$ cat config.mk
export PLATFORM = sky130hd
export DESIGN_NAME = smsp_port
export DESIGN_NICKNAME = d
export VERILOG_FILES = /design/src/verilog/smsp_pkg.sv /design/src/verilog/smsp_port.sv
export SDC_FILE = /design/constraint.sdc
export NUM_CORES = 1
export LEC_CHECK = 0
export BUFFER_PORTS_ARGS = -buffer_cell sky130_fd_sc_hd__buf_2
export CAP_MARGIN = 20
export CORE_MARGIN = 3
export CORE_UTILIZATION = 62
export CTS_CLUSTER_SIZE = 16
export DETAILED_ROUTE_END_ITERATION = 6
export HOLD_SLACK_MARGIN = 0.05
export PLACE_DENSITY = 0.85
export RECOVER_POWER = 50
export SYNTH_ARGS = -nofsm -noshare
export SYNTH_HDL_FRONTEND = slang
export SYNTH_SLANG_ARGS = --single-unit
$ cat constraint.sdc
create_clock -name clock -period 5.1 [get_ports clock]
set_input_delay 0.255 -clock clock [delete_from_list [all_inputs] [get_ports clock]]
set_output_delay 0.255 -clock clock [all_outputs]
set_load 0.02 [all_outputs]
$ cat src/verilog/smsp_pkg.sv
package smsp_pkg;

  // ************************************************************
  // Register map
  // ************************************************************
  localparam logic [31:0] SMSP_STATUS_ADDR   = 32'hFFFF0A00;
  localparam logic [31:0] SMSP_RECEIVE_ADDR  = 32'hFFFF0A04;
  localparam logic [31:0] SMSP_TRANSMIT_ADDR = 32'hFFFF0A08;
  localparam logic [31:0] SMSP_DIVIDER_ADDR  = 32'hFFFF0A0C;
  localparam logic [31:0] SMSP_CONTROL_ADDR  = 32'hFFFF0A10;

  localparam logic [15:0] SMSP_CONTROL_RST = 16'h0000;
  localparam logic [7:0]  SMSP_DIVIDER_RST = 8'h1B;
  localparam logic [7:0]  SMSP_DATA_RST    = 8'h00;
  localparam logic [15:0] SMSP_CONTROL_WMASK = 16'h1FEF;

  // Control field positions
  localparam int SMSP_CTL_EN     = 0;
  localparam int SMSP_CTL_MASTER = 1;
  localparam int SMSP_CTL_CPHA   = 2;
  localparam int SMSP_CTL_CPOL   = 3;
  localparam int SMSP_CTL_LSB    = 5;
  localparam int SMSP_CTL_TXMODE = 6;
  localparam int SMSP_CTL_UNDER  = 7;
  localparam int SMSP_CTL_OVWR   = 8;
  localparam int SMSP_CTL_SSEN   = 9;
  localparam int SMSP_CTL_SOE    = 10;
  localparam int SMSP_CTL_LOOP   = 11;
  localparam int SMSP_CTL_CONT   = 12;

  // ************************************************************
  // Timing
  // ************************************************************
  localparam int CLK_PERIOD_PS = 5000;
  localparam int CORE_FREQ_KHZ = 1000000000 / CLK_PERIOD_PS;
  localparam int REF_FREQ_KHZ  = 20480;
  localparam logic [17:0] SMSP_PRE_STEP = 18'(REF_FREQ_KHZ);
  localparam logic [17:0] SMSP_PRE_WRAP = 18'(CORE_FREQ_KHZ);
  localparam logic [3:0]  SMSP_LAST_HALF  = 4'hF;
  localparam logic [3:0]  SMSP_STALL_LAST = 4'h1;

  // Synchroniser lanes
  localparam int SMSP_PIN_SCLK = 0;
  localparam int SMSP_PIN_MOSI = 1;
  localparam int SMSP_PIN_MISO = 2;
  localparam int SMSP_PIN_SSN  = 3;

  typedef enum logic [1:0] {
    SMSP_IDLE  = 2'b00,
    SMSP_SHIFT = 2'b01,
    SMSP_STALL = 2'b10
  } smsp_state_e;

endpackage

$ cat src/verilog/smsp_port.sv
// Implementation choice: strobed register access.
`timescale 1ns/1ps
module smsp_port
  import smsp_pkg::*;
(
  // Clock and reset
  input  wire logic        clock,
  input  wire logic        sys_rst,
  // Register port
  input  wire logic [31:0] reg_addr,
  input  wire logic [15:0] reg_wdata,
  input  wire logic        reg_wr,
  input  wire logic        reg_rd,
  output logic      [15:0] reg_rdata,
  // Serial clock pin
  input  wire logic        sclk_i,
  output logic             sclk_o,
  output logic             sclk_oe,
  // Master-out data pin
  input  wire logic        mosi_i,
  output logic             mosi_o,
  output logic             mosi_oe,
  // Master-in data pin
  input  wire logic        miso_i,
  output logic             miso_o,
  output logic             miso_oe,
  // Chip select pin, active low
  input  wire logic        ss_n_i,
  output logic             ss_n_o,
  output logic             ss_n_oe
);

  // ************************************************************
  // State
  // ************************************************************
  smsp_state_e state_reg, state_next;
  logic [15:0] ctl_reg, ctl_next;
  logic [7:0]  div_reg, div_next;
  logic [7:0]  txd_reg, txd_next, last_reg, last_next;
  logic [7:0]  rxd_reg, rxd_next, tsh_reg, tsh_next, rsh_reg, rsh_next;
  logic        txf_reg, txf_next, sending_reg, sending_next;
  logic        rxf_reg, rxf_next, ovf_reg, ovf_next, rxirq_reg, rxirq_next;
  logic        udf_reg, udf_next, txirq_reg, txirq_next, kick_reg, kick_next;
  logic [3:0]  hcnt_reg, hcnt_next;
  logic [2:0]  scnt_reg, scnt_next;
  logic [17:0] acc_reg, acc_next;
  logic [7:0]  dcnt_reg, dcnt_next;
  logic [15:0] rdata_reg, rdata_next;
  logic        sclk_o_reg, sclk_o_next, sclk_oe_reg, sclk_oe_next;
  logic        mosi_o_reg, mosi_o_next, mosi_oe_reg, mosi_oe_next;
  logic        miso_o_reg, miso_o_next, miso_oe_reg, miso_oe_next;
  logic        ss_o_reg, ss_o_next, ss_oe_reg, ss_oe_next;
  logic [3:0]  sy1_reg, sy2_reg, sy3_reg, pin_reg, pin_next;

  // Decoded strobes and control fields
  logic wr_tx, wr_ctl, wr_div, rd_rx;
  logic en, master, cpha, cpol, lsb, loop;
  logic half, ref_tick, ld, done, smp, shf, udf_evt, din;
  logic s_lead, s_trail, st0_now;
  logic [17:0] acc_sum;
  logic [7:0]  load_val, rx_word;

  assign wr_tx  = reg_wr && (reg_addr == SMSP_TRANSMIT_ADDR);
  assign wr_ctl = reg_wr && (reg_addr == SMSP_CONTROL_ADDR);
  assign wr_div = reg_wr && (reg_addr == SMSP_DIVIDER_ADDR);
  assign rd_rx  = reg_rd && (reg_addr == SMSP_RECEIVE_ADDR);
  assign en     = ctl_reg[SMSP_CTL_EN];
  assign master = ctl_reg[SMSP_CTL_MASTER];
  assign cpha   = ctl_reg[SMSP_CTL_CPHA];
  assign cpol   = ctl_reg[SMSP_CTL_CPOL];
  assign lsb    = ctl_reg[SMSP_CTL_LSB];
  assign loop   = ctl_reg[SMSP_CTL_LOOP];
  assign st0_now = txf_reg | sending_reg;

  // ************************************************************
  // Pin synchronisers
  // ************************************************************
  // A pin change counts once the second and third stages agree
  genvar g;
  generate
    for (g = 0; g < 4; g++) begin : g_sync
      assign pin_next[g] = (sy2_reg[g] == sy3_reg[g]) ? sy2_reg[g] : pin_reg[g];
    end
  endgenerate

  always_ff @(posedge clock) begin
    if (sys_rst) begin
      sy1_reg <= 4'hF;
      sy2_reg <= 4'hF;
      sy3_reg <= 4'hF;
      pin_reg <= 4'hF;
    end else begin
      sy1_reg <= {ss_n_i, miso_i, mosi_i, sclk_i};
      sy2_reg <= sy1_reg;
      sy3_reg <= sy2_reg;
      pin_reg <= pin_next;
    end
  end

  // Slave clock edges, leading means leaving the idle level
  assign s_lead  = (pin_next[SMSP_PIN_SCLK] != pin_reg[SMSP_PIN_SCLK]) && (pin_next[SMSP_PIN_SCLK] != cpol);
  assign s_trail = (pin_next[SMSP_PIN_SCLK] != pin_reg[SMSP_PIN_SCLK]) && (pin_next[SMSP_PIN_SCLK] == cpol);

  // Received bit, looped back from our own data output when asked
  assign din = master ? (loop ? mosi_o_reg : pin_reg[SMSP_PIN_MISO])
                      : (loop ? miso_o_reg : pin_reg[SMSP_PIN_MOSI]);
  assign rx_word = lsb ? {din, rsh_reg[7:1]} : {rsh_reg[6:0], din};

  // Byte to shift out; an empty transmit register resends or sends zero
  assign load_val = txf_reg ? txd_reg : (ctl_reg[SMSP_CTL_UNDER] ? last_reg : 8'h00);

  // ************************************************************
  // Bit-rate generator
  // ************************************************************
  // A fractional accumulator makes the 20.48MHz reference from the
  // core clock, so the rate is exact on average with a cycle of jitter
  assign acc_sum  = acc_reg + SMSP_PRE_STEP;
  assign ref_tick = acc_sum >= SMSP_PRE_WRAP;
  assign half     = (state_reg != SMSP_IDLE) && ref_tick && (dcnt_reg == div_reg);

  always_comb begin
    acc_next  = 18'h00000;
    dcnt_next = 8'h00;
    if (state_reg != SMSP_IDLE) begin
      acc_next  = ref_tick ? (acc_sum - SMSP_PRE_WRAP) : acc_sum;
      dcnt_next = dcnt_reg;
      if (ref_tick) begin
        dcnt_next = (dcnt_reg == div_reg) ? 8'h00 : (dcnt_reg + 8'h01);
      end
    end
  end

  // ************************************************************
  // Shift engine, registers and flags
  // ************************************************************
  always_comb begin
    state_next   = state_reg;
    ctl_next     = ctl_reg;
    div_next     = div_reg;
    txd_next     = txd_reg;
    last_next    = last_reg;
    rxd_next     = rxd_reg;
    tsh_next     = tsh_reg;
    rsh_next     = rsh_reg;
    txf_next     = txf_reg;
    sending_next = sending_reg;
    rxf_next     = rxf_reg;
    ovf_next     = ovf_reg;
    rxirq_next   = rxirq_reg;
    udf_next     = udf_reg;
    txirq_next   = txirq_reg;
    kick_next    = kick_reg;
    hcnt_next    = hcnt_reg;
    scnt_next    = scnt_reg;
    sclk_o_next  = sclk_o_reg;
    ld           = 1'b0;
    done         = 1'b0;
    smp          = 1'b0;
    shf          = 1'b0;
    udf_evt      = 1'b0;

    // Master sequencing
    case (state_reg)
      SMSP_IDLE: begin
        sclk_o_next = cpol;
        hcnt_next   = 4'h0;
        if (en && master && kick_reg) begin
          ld         = 1'b1;
          kick_next  = 1'b0;
          state_next = SMSP_SHIFT;
        end
      end
      SMSP_SHIFT: begin
        if (half) begin
          sclk_o_next = ~sclk_o_reg;
          hcnt_next   = hcnt_reg + 4'h1;
          // Phase 0 samples on leading edges, phase 1 on trailing ones
          smp = cpha ? hcnt_reg[0] : ~hcnt_reg[0];
          shf = cpha ? (~hcnt_reg[0] && (hcnt_reg != 4'h0))
                     : (hcnt_reg[0] && (hcnt_reg != SMSP_LAST_HALF));
          if (hcnt_reg == SMSP_LAST_HALF) begin
            done = 1'b1;
            if (ctl_reg[SMSP_CTL_CONT] && txf_reg) begin
              ld = 1'b1;
            end else if (ctl_reg[SMSP_CTL_CONT]) begin
              state_next = SMSP_IDLE;
            end else begin
              state_next = SMSP_STALL;
            end
          end
        end
      end
      SMSP_STALL: begin
        sclk_o_next = cpol;
        if (half) begin
          hcnt_next = hcnt_reg + 4'h1;
          if (hcnt_reg == SMSP_STALL_LAST) begin
            state_next = SMSP_IDLE;
            hcnt_next  = 4'h0;
          end
        end
      end
      default: begin
        state_next = SMSP_IDLE;
      end
    endcase
    if (!en || !master) begin
      state_next  = SMSP_IDLE;
      sclk_o_next = cpol;
    end

    // Slave sequencing, only while chip select is held low
    if (en && !master) begin
      if (pin_next[SMSP_PIN_SSN]) begin
        scnt_next = 3'h0;
      end else if (pin_reg[SMSP_PIN_SSN]) begin
        scnt_next = 3'h0;
        ld        = ~cpha;
      end else begin
        smp = cpha ? s_trail : s_lead;
        if (cpha ? s_lead : s_trail) begin
          // Phase 0 also reloads on the trailing edge after a byte
          ld  = (scnt_reg == 3'h0);
          shf = (scnt_reg != 3'h0);
        end
        if (smp) begin
          scnt_next = scnt_reg + 3'h1;
          done      = (scnt_reg == 3'h7);
        end
      end
    end

    // Shift registers
    if (smp) begin
      rsh_next = rx_word;
    end
    if (shf) begin
      tsh_next = lsb ? (tsh_reg >> 1) : (tsh_reg << 1);
    end

    // Byte finished: sender idle, receive register updated unless still full without overwrite; in phase 0 the
    // last half period samples nothing, so the shifter already holds the byte
    if (done) begin
      sending_next = 1'b0;
      if (rxf_reg && !rd_rx) begin
        ovf_next = 1'b1;
        if (ctl_reg[SMSP_CTL_OVWR]) begin
          rxd_next = smp ? rx_word : rsh_reg;
        end
      end else begin
        rxd_next = smp ? rx_word : rsh_reg;
        rxf_next = 1'b1;
      end
    end

    // Load the shifter from the transmit register
    if (ld) begin
      tsh_next = load_val;
      if (txf_reg) begin
        txf_next     = 1'b0;
        sending_next = 1'b1;
        last_next    = txd_reg;
      end else begin
        udf_evt = 1'b1;
      end
    end

    // Software side effects; they run after the engine so a
    // transmit write in the load cycle still keeps its new byte
    if (wr_ctl) begin
      ctl_next = reg_wdata & SMSP_CONTROL_WMASK;
      if (!reg_wdata[SMSP_CTL_EN] && (state_reg == SMSP_IDLE) && !st0_now) begin
        txirq_next = 1'b0;
      end
    end
    if (wr_div) begin
      div_next = reg_wdata[7:0];
    end
    if (wr_tx) begin
      txd_next   = reg_wdata[7:0];
      txf_next   = 1'b1;
      udf_next   = 1'b0;
      txirq_next = 1'b0;
      if (ctl_reg[SMSP_CTL_TXMODE]) begin
        kick_next = 1'b1;
      end
    end
    if (rd_rx) begin
      rxf_next   = 1'b0;
      ovf_next   = done && rxf_reg;
      rxirq_next = 1'b0;
      if (!ctl_reg[SMSP_CTL_TXMODE]) begin
        kick_next = 1'b1;
      end
    end

    // Hardware sets win over software clears
    if (udf_evt) begin
      udf_next = 1'b1;
    end
    if (done) begin
      rxirq_next = 1'b1;
    end
    if (udf_evt || (st0_now && !(txf_next | sending_next))) begin
      txirq_next = 1'b1;
    end
  end

  // ************************************************************
  // Pin drivers and read data
  // ************************************************************
  always_comb begin
    mosi_o_next  = lsb ? tsh_next[0] : tsh_next[7];
    miso_o_next  = mosi_o_next;
    sclk_oe_next = en && master;
    mosi_oe_next = en && master;
    ss_oe_next   = en && master && ctl_reg[SMSP_CTL_SSEN];
    ss_o_next    = (state_next != SMSP_SHIFT);
    miso_oe_next = en && !master && ctl_reg[SMSP_CTL_SOE] && !pin_next[SMSP_PIN_SSN];
    rdata_next   = 16'h0000;
    if (reg_rd) begin
      case (reg_addr)
        SMSP_STATUS_ADDR:  rdata_next = {10'h000, ovf_reg, rxirq_reg, rxf_reg, udf_reg, txirq_reg, st0_now};
        SMSP_RECEIVE_ADDR: rdata_next = {8'h00, rxd_reg};
        SMSP_DIVIDER_ADDR: rdata_next = {8'h00, div_reg};
        SMSP_CONTROL_ADDR: rdata_next = ctl_reg;
        default:           rdata_next = 16'h0000;
      endcase
    end
  end

  // Registering every group; outputs leave straight from flip-flops
  always_ff @(posedge clock) begin
    if (sys_rst) begin
      state_reg   <= SMSP_IDLE;
      ctl_reg     <= SMSP_CONTROL_RST;
      div_reg     <= SMSP_DIVIDER_RST;
      txd_reg     <= SMSP_DATA_RST;
      last_reg    <= SMSP_DATA_RST;
      rxd_reg     <= SMSP_DATA_RST;
      tsh_reg     <= SMSP_DATA_RST;
      rsh_reg     <= SMSP_DATA_RST;
      txf_reg     <= 1'b0;
      sending_reg <= 1'b0;
      rxf_reg     <= 1'b0;
      ovf_reg     <= 1'b0;
      rxirq_reg   <= 1'b0;
      udf_reg     <= 1'b0;
      txirq_reg   <= 1'b0;
      kick_reg    <= 1'b0;
      hcnt_reg    <= 4'h0;
      scnt_reg    <= 3'h0;
      acc_reg     <= 18'h00000;
      dcnt_reg    <= 8'h00;
      rdata_reg   <= 16'h0000;
      sclk_o_reg  <= 1'b0;
      sclk_oe_reg <= 1'b0;
      mosi_o_reg  <= 1'b0;
      mosi_oe_reg <= 1'b0;
      miso_o_reg  <= 1'b0;
      miso_oe_reg <= 1'b0;
      ss_o_reg    <= 1'b1;
      ss_oe_reg   <= 1'b0;
    end else begin
      state_reg   <= state_next;
      ctl_reg     <= ctl_next;
      div_reg     <= div_next;
      txd_reg     <= txd_next;
      last_reg    <= last_next;
      rxd_reg     <= rxd_next;
      tsh_reg     <= tsh_next;
      rsh_reg     <= rsh_next;
      txf_reg     <= txf_next;
      sending_reg <= sending_next;
      rxf_reg     <= rxf_next;
      ovf_reg     <= ovf_next;
      rxirq_reg   <= rxirq_next;
      udf_reg     <= udf_next;
      txirq_reg   <= txirq_next;
      kick_reg    <= kick_next;
      hcnt_reg    <= hcnt_next;
      scnt_reg    <= scnt_next;
      acc_reg     <= acc_next;
      dcnt_reg    <= dcnt_next;
      rdata_reg   <= rdata_next;
      sclk_o_reg  <= sclk_o_next;
      sclk_oe_reg <= sclk_oe_next;
      mosi_o_reg  <= mosi_o_next;
      mosi_oe_reg <= mosi_oe_next;
      miso_o_reg  <= miso_o_next;
      miso_oe_reg <= miso_oe_next;
      ss_o_reg    <= ss_o_next;
      ss_oe_reg   <= ss_oe_next;
    end
  end

  assign reg_rdata = rdata_reg;
  assign sclk_o    = sclk_o_reg;
  assign sclk_oe   = sclk_oe_reg;
  assign mosi_o    = mosi_o_reg;
  assign mosi_oe   = mosi_oe_reg;
  assign miso_o    = miso_o_reg;
  assign miso_oe   = miso_oe_reg;
  assign ss_n_o    = ss_o_reg;
  assign ss_n_oe   = ss_oe_reg;

  // ************************************************************
  // Assertions
  // ************************************************************
  property p_ss_held_in_byte;
    @(posedge clock) disable iff (sys_rst)
      (state_reg == SMSP_SHIFT && ss_oe_reg) |-> !ss_o_reg;
  endproperty
  a_ss_held_in_byte: assert property (p_ss_held_in_byte) else $error("chip select high during a byte");

  property p_stall_ss_high;
    @(posedge clock) disable iff (sys_rst)
      (state_reg == SMSP_STALL) |-> ss_o_reg;
  endproperty
  a_stall_ss_high: assert property (p_stall_ss_high) else $error("chip select low during stall");

  property p_loopback;
    @(posedge clock) disable iff (sys_rst)
      (smp && master && loop && !lsb) |=> (rsh_reg[0] == $past(mosi_o_reg));
  endproperty
  a_loopback: assert property (p_loopback) else $error("loopback bit not captured");

  property p_slave_out_gate;
    @(posedge clock) disable iff (sys_rst)
      miso_oe_reg |-> $past(ctl_reg[SMSP_CTL_SOE]);
  endproperty
  a_slave_out_gate: assert property (p_slave_out_gate) else $error("slave output driven while disabled");

  property p_rx_read_clears;
    @(posedge clock) disable iff (sys_rst)
      (rd_rx && !done) |=> (!rxf_reg && !ovf_reg && !rxirq_reg);
  endproperty
  a_rx_read_clears: assert property (p_rx_read_clears) else $error("receive read left flags set");

  property p_tx_write_busy;
    @(posedge clock) disable iff (sys_rst)
      wr_tx |=> (txf_reg && !txirq_reg);
  endproperty
  a_tx_write_busy: assert property (p_tx_write_busy) else $error("transmit write not flagged");

  property p_udf_cleared;
    @(posedge clock) disable iff (sys_rst)
      (wr_tx && !udf_evt) |=> !udf_reg;
  endproperty
  a_udf_cleared: assert property (p_udf_cleared) else $error("underflow not cleared by write");

  property p_overflow_discard;
    @(posedge clock) disable iff (sys_rst)
      (done && rxf_reg && !rd_rx && !ctl_reg[SMSP_CTL_OVWR]) |=> ($stable(rxd_reg) && ovf_reg);
  endproperty
  a_overflow_discard: assert property (p_overflow_discard) else $error("overflow byte not discarded");

  property p_disabled_quiet;
    @(posedge clock) disable iff (sys_rst)
      !en |=> (!sclk_oe_reg && !miso_oe_reg && !mosi_oe_reg);
  endproperty
  a_disabled_quiet: assert property (p_disabled_quiet) else $error("pins driven while disabled");

  property p_idle_level;
    @(posedge clock) disable iff (sys_rst)
      (state_reg == SMSP_IDLE) ##1 (state_reg == SMSP_IDLE) |-> (sclk_o_reg == $past(cpol));
  endproperty
  a_idle_level: assert property (p_idle_level) else $error("serial clock not at idle level");

endmodule // smsp_port

* Word level (Yosys, flattened, before mapping)
Cells that the tools add are included.
Storage, ports and cells: memories 0, logic and storage cells 221, bits in registers 141, ROM bits 0, output and inout bits 24, bits in latches 0, memory bits (writable) 0
Cells by class: equal/unequal tests 24, $add $sub $neg 5, bitwise gates (word level) 8, multiply operators 0, magnitude comparators 1, shifts and indexed selects 0, reduce and logical (&&, ||, !) cells 57, mux-type cells 92, divide/modulo/power cells 0
Operator list (number):
- $eq 32x32->1 const B | 5
- $mux 8 | 10
- $mux 1 | 62
- $pmux 13 s4 | 1
- $logic_and 1x1->1 | 22
- $add 18x15->18 const B | 1
- $ge 18x18->1 const B | 1
- $mux 18 | 1
- $reduce_bool 3->1 | 6
- $sub 18x18->18 const B | 1
- $mux 2 | 8
- $reduce_and 2->1 | 7
- $mux 4 | 3
- $pmux 4 s3 | 1
- $reduce_bool 2->1 | 5
- $mux 3 | 3
- $add 8x1->8 const B | 1
- $eq 8x8->1 | 1
- $reduce_or 2->1 | 4
- $logic_not 1->1 | 7
- $ne 2x2->1 const B | 3
- $not 1->1 | 6
- $pmux 2 s3 | 1
- $eq 1x1->1 | 5
- other kinds (18) | 22

* Logic depth before layout (Yosys ltp)
Gate-level depths: netlist of run 1.
word-level depth 19, gate-level depth with buffers 12

* Least setup slack after synthesis of run 1
OpenSTA, ideal clock, no wires.
path kind register to register, start register state_reg[1], end register tsh_reg[1], library setup time 0.117 ns, arrival 2.178 ns, required time 4.983 ns, buffers on the path 3, slack 2.805 ns, stages on the path, launching flop included 13, path through dfxtp_1 > inv_1 > ha_1 > clkbuf_1 > nor2b_1 > nand2_1 > nor4_1 > nand4_1 > and2_1 > buf_2 > and3_1 > clkbuf_1 > a22o_1
Between the ends: word-level cells in the longest chain between the ends 10
RTL lines:
- start: declaration | line smsp_port.sv:36 | smsp_state_e state_reg, state_next;
- start signal: assignment | line smsp_port.sv:365 | state_reg <= state_next;
- $reduce_bool 2->1 | line smsp_port.sv:119 | assign half = (state_reg != SMSP_IDLE) && ref_tick && (dcnt_reg == div_reg);
- $logic_and 1x1->1 (2 in series) | line smsp_port.sv:119
- $mux 1 | line smsp_port.sv:174 | if (half) begin
- $pmux 1 s2 or $mux 1 (tied branches) | line smsp_port.sv:163 | case (state_reg)
- $mux 1 | line smsp_port.sv:221 | if (cpha ? s_lead : s_trail) begin
- $mux 1 | line smsp_port.sv:216 | end else if (pin_reg[SMSP_PIN_SSN]) begin
- $mux 1 | line smsp_port.sv:214 | if (pin_next[SMSP_PIN_SSN]) begin
- $mux 1 | line smsp_port.sv:213 | if (en && !master) begin
- $mux 8 or $reduce_bool 2->1 (tied branches)
- end signal: assignment | line smsp_port.sv:371 | tsh_reg <= tsh_next;
- end: declaration | line smsp_port.sv:40 | logic [7:0] rxd_reg, rxd_next, tsh_reg, tsh_next, rsh_reg, rsh_next;
Parallel ways exist; a longest one is shown, timed or not. A chain may end at the register's enable or synchronous reset.

* Worst setup path after layout of run 1
start input port sys_rst, end register rdata_reg[2] (netlist: reg_rdata[2])
Between the ends: word-level cells in the longest chain between the ends 1
RTL lines:
- start: declaration | line smsp_port.sv:8 | input wire logic sys_rst,
- $reduce_or 2->1 (no source line)
- end signal: assignment | line smsp_port.sv:385 | rdata_reg <= rdata_next;
- end: declaration | line smsp_port.sv:48 | logic [15:0] rdata_reg, rdata_next;
Every way passes these cells.

==> impl_metrics.yaml, run 1 <==
status:
  status: "finished, violations left"
  violations: "DRC, capacitance limit, slew limit"
yosys:
  ys_ff_latch: 132
  synthFlopType: "dfxtp_1"
  syn_area_um2: 6120
  synthAdderAreaFrac_pct: 3.07
  synth-simple-area-share_pct: 21.8
  synth_compound_area_share_pct: 15.5
  synth_mux_area_share_pct: 8.38
  synth-edff-count: 0
  synth-xor-area-share_pct: 3.58
  syn_inst: 691
  ys_seq_area_share_pct: 43.2
  postSynthAreaPerCell_um2: 8.86
  yosys_warnings: 0
  async_reset_ff_share_pct: 0
  synth.distinct_cells: 70
  synth_top_family_by_area: "simple AND/OR/NAND/NOR gates"
timing:
  period_minus_slack_ns: 3.43
  fin_ws_ns: 1.67
  period_share_pct: 67.2
  relSlewSlack_pct: -111
  clock.fmax_mhz: 292
  tns_ns: 0
  rsz0062_at_grt: "no"
  finalHoldViolCount: 0
  final_max_slew_viol_count: 77
  finalSetupViolCount: 0
  worst_slew_pin_slew_ns: 3.17
  clock_skew_ns: 0.00870
  hold_slack_ns: 0.123
job:
  drv_cap: 1
place:
  place_ws_ns: 2.08
  io_buffers: 73
  gp_congestion: 0.891
  hpwl_um: 11000
  place_area_um2: 6490
route:
  vias_per_cell: 6.13
  drc: 6
  via_count: 5588
  wl_per_cell_um: 17.7
  drt_pass1_iterations: 7
  drt_iter0_drc: 538
  detail-route-antenna-nets: 0
  wl_um: 16100
global_routing:
  gr-total-overflow: 0
  grt_max_degree: 77
  grt_pass1_wl_um: 26100
  track_usage_pct: 29.2
  antenna_found_initial: 0
  grt_pass1_vias: 5484
die:
  dieArea_um2: 11100
  start_util_pct: 65.0
  die_w_um: 105
  ioPinCount: 80
  rows: 35
  core_um2: 9420
  die_y_um: 105
clock_network:
  cts_resized: 0
  cts-buffers-inserted: 17
  holdBufCountCts: 18
  cts_root_buf: "clkbuf_8"
  cts_tree: "yes"
  h-tree-depth: 4
  clk_latency_ns: 0.54
  cts_sinks: 132
  cts_max_path_buffers: 2
  postCtsSetupBuffers: 0
  clk_pin_slew_ns: 0.06
critical_path:
  critPathMaxFanout: 76
  reg2reg_slack_ns: 1.92
  crit_path_start_kind: "input port"
  rr_startpoint: "acc_reg[12]$_SDFF_PP0_"
  cp.required_ns: 5.47
  r2r_cells: 8
  cp.arrival_ns: 3.79
  endpoint_kind: "register"
  rr_endpoint: "last_reg[5]$_SDFFE_PP0P_"
  crit_type: "in2reg"
worst_hold_path:
  worstHoldStart: "reg_addr[4]"
  hold_path_depth: 4
  hold_end: "reg_rdata[1]$_SDFF_PP0_"
  holdCritPathClass: "in2reg"
finish:
  fin_area_um2: 7170
  final_util_pct: 76.1
  largest_reg_flops: 13
  diodes: 0
  mostFrequentLayoutCells: "dfxtp_1 (132), nor2_1 (67), a21oi_1 (58)"
  layout-area-overhead-vs-synth_pct: 17.1
  drive_above_1_share_pct: 15.5
  final_common_cell: "dfxtp_1"
  nets: 840
power:
  cellPowerDensity_nw_per_um2: 306
  peakVddDrop_uv: 255
  p_leak_nw: 2.70
[area by class of cell]
cell class	instances	area, µm²
clock inverter	14	103
tap	129	161
multi-input combinational	501	3220
fill	638	2250
sequential	132	2640
clock buffer	18	428
timing repair buffer	93	529
inverter	24	90.1
[worst max-delay path, cell delays in order]
cell and delay, ns:
clkbuf_1 0.10, clkbuf_1 2.24, nor2b_1 0.45, o21ai_0 0.58, a21oi_1 0.14
[cell usage after synthesis, drive strengths merged, types with 10 or more instances]
| master | number | area (µm²) |
|---|---|---|
| buf | 12 | 91.3 |
| mux2i | 40 | 400 |
| ha | 15 | 188 |
| inv | 24 | 90.1 |
| and3 | 22 | 138 |
| mux2 | 10 | 113 |
| xnor2 | 14 | 123 |
| or2 | 13 | 81.3 |
| nand2 | 49 | 186 |
| nand4 | 13 | 81.3 |
| xor2 | 11 | 96.3 |
| clkbuf | 24 | 90.1 |
| a21oi | 58 | 290 |
| nand3 | 35 | 175 |
| dfxtp | 132 | 2640 |
| o21ai | 35 | 179 |
| nor2 | 68 | 258 |
[cell families after synthesis]
| logic type | after synthesis |
|---|---|
| DFF | 132 |
| AOI/OAI and AO/OA | 150 |
| and+or+nand+nor | 258 |
| xor gates and xnor gates | 25 |
| muxes | 50 |
| adders and majority gates | 15 |
| other | 1 |
| buffers and inverters | 60 |
[layer usage]
metal	share of wire, %	global-route usage, %	up-vias
met5	0	0	-
met2	50	48.9	276
met3	8.3	8.33	46
met1	39	35.2	2657
met4	2.6	11.9	0
li1	-	-	2609
[stage by stage]
stage | std cells | power [mW]
finish | 911 | 2.19
floorplan | 693 | 1.08
global placement | 861 | 1.11
global route | 911 | 2.25
detailed placement | 861 | 1.11
CTS | 911 | 2.19
[where the power goes]
group | switching [mW] | internal, mW | total (mW)
sequential | 0.00179 | 1.04 | 1.04
clock | 0.478 | 0.612 | 1.09
combinational | 0.0365 | 0.0300 | 0.0665
total | 0.517 | 1.68 | 2.19
[how the worst max path moves through the flow]
stage                             from                  endpoint  slack (ns)  depth (start not counted)
3_5_place_dp    acc_reg[12]$_SDFF_PP0_  last_reg[4]$_SDFFE_PP0P_        2.08                          8
3_3_place_gp    acc_reg[12]$_SDFF_PP0_  last_reg[3]$_SDFFE_PP0P_        2.22                          8
6_report                       sys_rst   reg_rdata[2]$_SDFF_PP0_        1.67                          5
4_1_cts         acc_reg[12]$_SDFF_PP0_  last_reg[5]$_SDFFE_PP0P_        2.05                          8
5_1_grt                        sys_rst   reg_rdata[2]$_SDFF_PP0_        1.18                          5
2_1_floorplan  state_reg[1]$_SDFF_PP0_   tsh_reg[1]$_SDFFE_PP0P_        2.80                         12
(Power assumes the default switching activity.)
==> run 2: changes to the inputs <==
- CORE_UTILIZATION: 62 -> 52
- PLACE_DENSITY: 0.85 -> 0.76
- clock period: 5.1 -> 3.1 ns (I/O delays scaled with it)
==> run 2 against run 1 <==
  * The flow finishes with violations (DRC)
  * Sequential share of layout area down 0.67 points
  * Setup slack worse by 1.3 ns
  * First-iteration DRC count down 3.2%
  * Utilization down 11 points
  * Critical path depth up 3
  * Final area up 1.8%
  * Count of clock-buffer cells in the layout up 1
  * Flip-flop and latch count unchanged
  * Die area up 18%
  * Non-clock buffer count up 9
  * Via count down 2.5%
  * Largest cell class unchanged
==> impl_metrics.yaml, run 2 (synthesized netlist as in run 1, its figures left out) <==
timing:
  relSlewSlack_pct: 10.8
  finalHoldViolCount: 0
  clock.fmax_mhz: 369
  finalSetupViolCount: 0
  clock_skew_ns: 0.00873
  worst_slew_pin_slew_ns: 1.34
  period_share_pct: 87.4
  tns_ns: 0
  rsz0062_at_grt: "no"
  period_minus_slack_ns: 2.71
  final_max_slew_viol_count: 0
clock_network:
  cts_sinks: 132
  cts_max_path_buffers: 2
  clk_latency_ns: 0.43
  cts_tree: "yes"
  clk_pin_slew_ns: 0.06
  cts_root_buf: "clkbuf_16"
  postCtsSetupBuffers: 0
  cts_resized: 0
  cts-buffers-inserted: 17
  h-tree-depth: 4
worst_hold_path:
  holdCritPathClass: "in2reg"
route:
  drt_pass1_iterations: 7
  vias_per_cell: 5.86
  detail-route-antenna-nets: 0
  drt_iter0_drc: 521
  via_count: 5446
  wl_per_cell_um: 17.2
  drc: 1
  wl_um: 16000
global_routing:
  grt_pass1_vias: 5230
  grt_max_degree: 70
  track_usage_pct: 25.1
  gr-total-overflow: 0
  grt_pass1_wl_um: 26100
  antenna_found_initial: 0
critical_path:
  cp.arrival_ns: 2.96
  critPathMaxFanout: 8
  crit_path_start_kind: "register"
  cp.required_ns: 3.35
  crit_type: "reg2reg"
  endpoint_kind: "register"
place:
  gp_congestion: 0.923
  place_area_um2: 6560
  io_buffers: 73
  hpwl_um: 11200
  dpl.cell_count: 879
status:
  violations: "DRC"
  status: "finished, violations left"
die:
  die_w_um: 115
  core_um2: 11200
  start_util_pct: 54.8
  rows: 38
  ioPinCount: 80
  dieArea_um2: 13100
  die_y_um: 115
job:
  drv_cap: 0
power:
  power_frac_comb_pct: 2.9
  p_int_mw: 2.97
  p_clk_share_pct: 52.1
  seqPwrFrac_pct: 45.0
  p_sw_uw: 816
  p_leak_nw: 2.77
  netSwitchingFraction_pct: 21.5
  cellPowerDensity_nw_per_um2: 519
  peakVddDrop_uv: 618
finish:
  diodes: 0
  final_common_cell: "dfxtp_1"
  largest_reg_flops: 13
  layout-area-overhead-vs-synth_pct: 19.3
  final_cells: 930
  mostFrequentLayoutCells: "dfxtp_1 (132), nor2_1 (67), a21oi_1 (58)"
  drive_above_1_share_pct: 15.9
  nets: 849
  fin_area_um2: 7300
run 2: changes by cell type in the layout (fill, tap and decap cells not counted), moves of 2 or more:
cell | previous run | this run
inv_6 | 4 | 1
buf_4 | 1 | 7
dlygate4sd3_1 | 18 | 20
bufinv_16 | 0 | 2
run 2: layout make-up:
| type | count | area [µm²] |
|---|---|---|
| clock buffer | 19 | 453 |
| clock inverter | 12 | 131 |
| fill | 914 | 3870 |
| inverter | 24 | 90.1 |
| multi-input combinational | 501 | 3210 |
| sequential | 132 | 2640 |
| tap | 140 | 175 |
| timing repair buffer | 102 | 599 |
run 2: timing repair:
action                                 4_1_cts  5_1_grt
endpoints found under the hold margin       26        0
hold buffers                                20        0
setup endpoints to repair                    0        0
run 2: critical path: stages, from the launching register on:
cell and delay [ns]:
dfxtp_1 0.48, ha_1 0.27, o21ai_0 0.12, xor2_1 0.20
nor2_2 0.27, and3_1 0.29, a41o_1 0.50, mux2i_1 0.30
nor2_1 0.08
run 2: stage by stage:
step	power, mW	hold WS [ns]	utilization [%]	setup WS, ns
floorplan	1.78	0.259	-	0.805
global placement	1.83	0.338	58.7	0.594
detailed placement	1.83	0.341	58.7	0.512
CTS	3.81	0.0534	65.7	0.482
global route	3.90	0.0878	65.4	0.219
finish	3.79	0.0672	65.4	0.390
run 2: power groups by stage:
stage | clock network (mW) | registers [mW] | logic [mW]
global placement | 0 | 1.74 | 0.0884
finish | 1.97 | 1.71 | 0.110
global route | 2.08 | 1.71 | 0.117
floorplan | 0 | 1.74 | 0.0423
CTS | 1.99 | 1.71 | 0.108
detailed placement | 0 | 1.74 | 0.0901
run 2: worst paths after layout:
path | from | depth (start not counted) | slack (ns) | end
setup / recovery | acc_reg[12]$_SDFF_PP0_ | 8 | 0.39 | rsh_reg[2]$_SDFF_PP0_
hold / removal | reg_rd | 3 | 0.07 | rxf_reg$_SDFFE_PP0P_
setup reg to reg | acc_reg[12]$_SDFF_PP0_ | 8 | 0.39 | rsh_reg[2]$_SDFF_PP0_
hold reg to reg | sy1_reg[3]$_SDFF_PP1_ | 1 | 0.41 | sy2_reg[3]$_SDFF_PP1_
run 2: metal layers:
layer	vias up	part of all wire (%)	routed length (µm)	GRT usage, %
met5	-	0	0	0
met4	0	2.1	337	9.18
met3	30	8.3	1330	8.03
met2	213	47	7580	39.3
met1	2578	42	6760	32.4
li1	2625	-	-	-
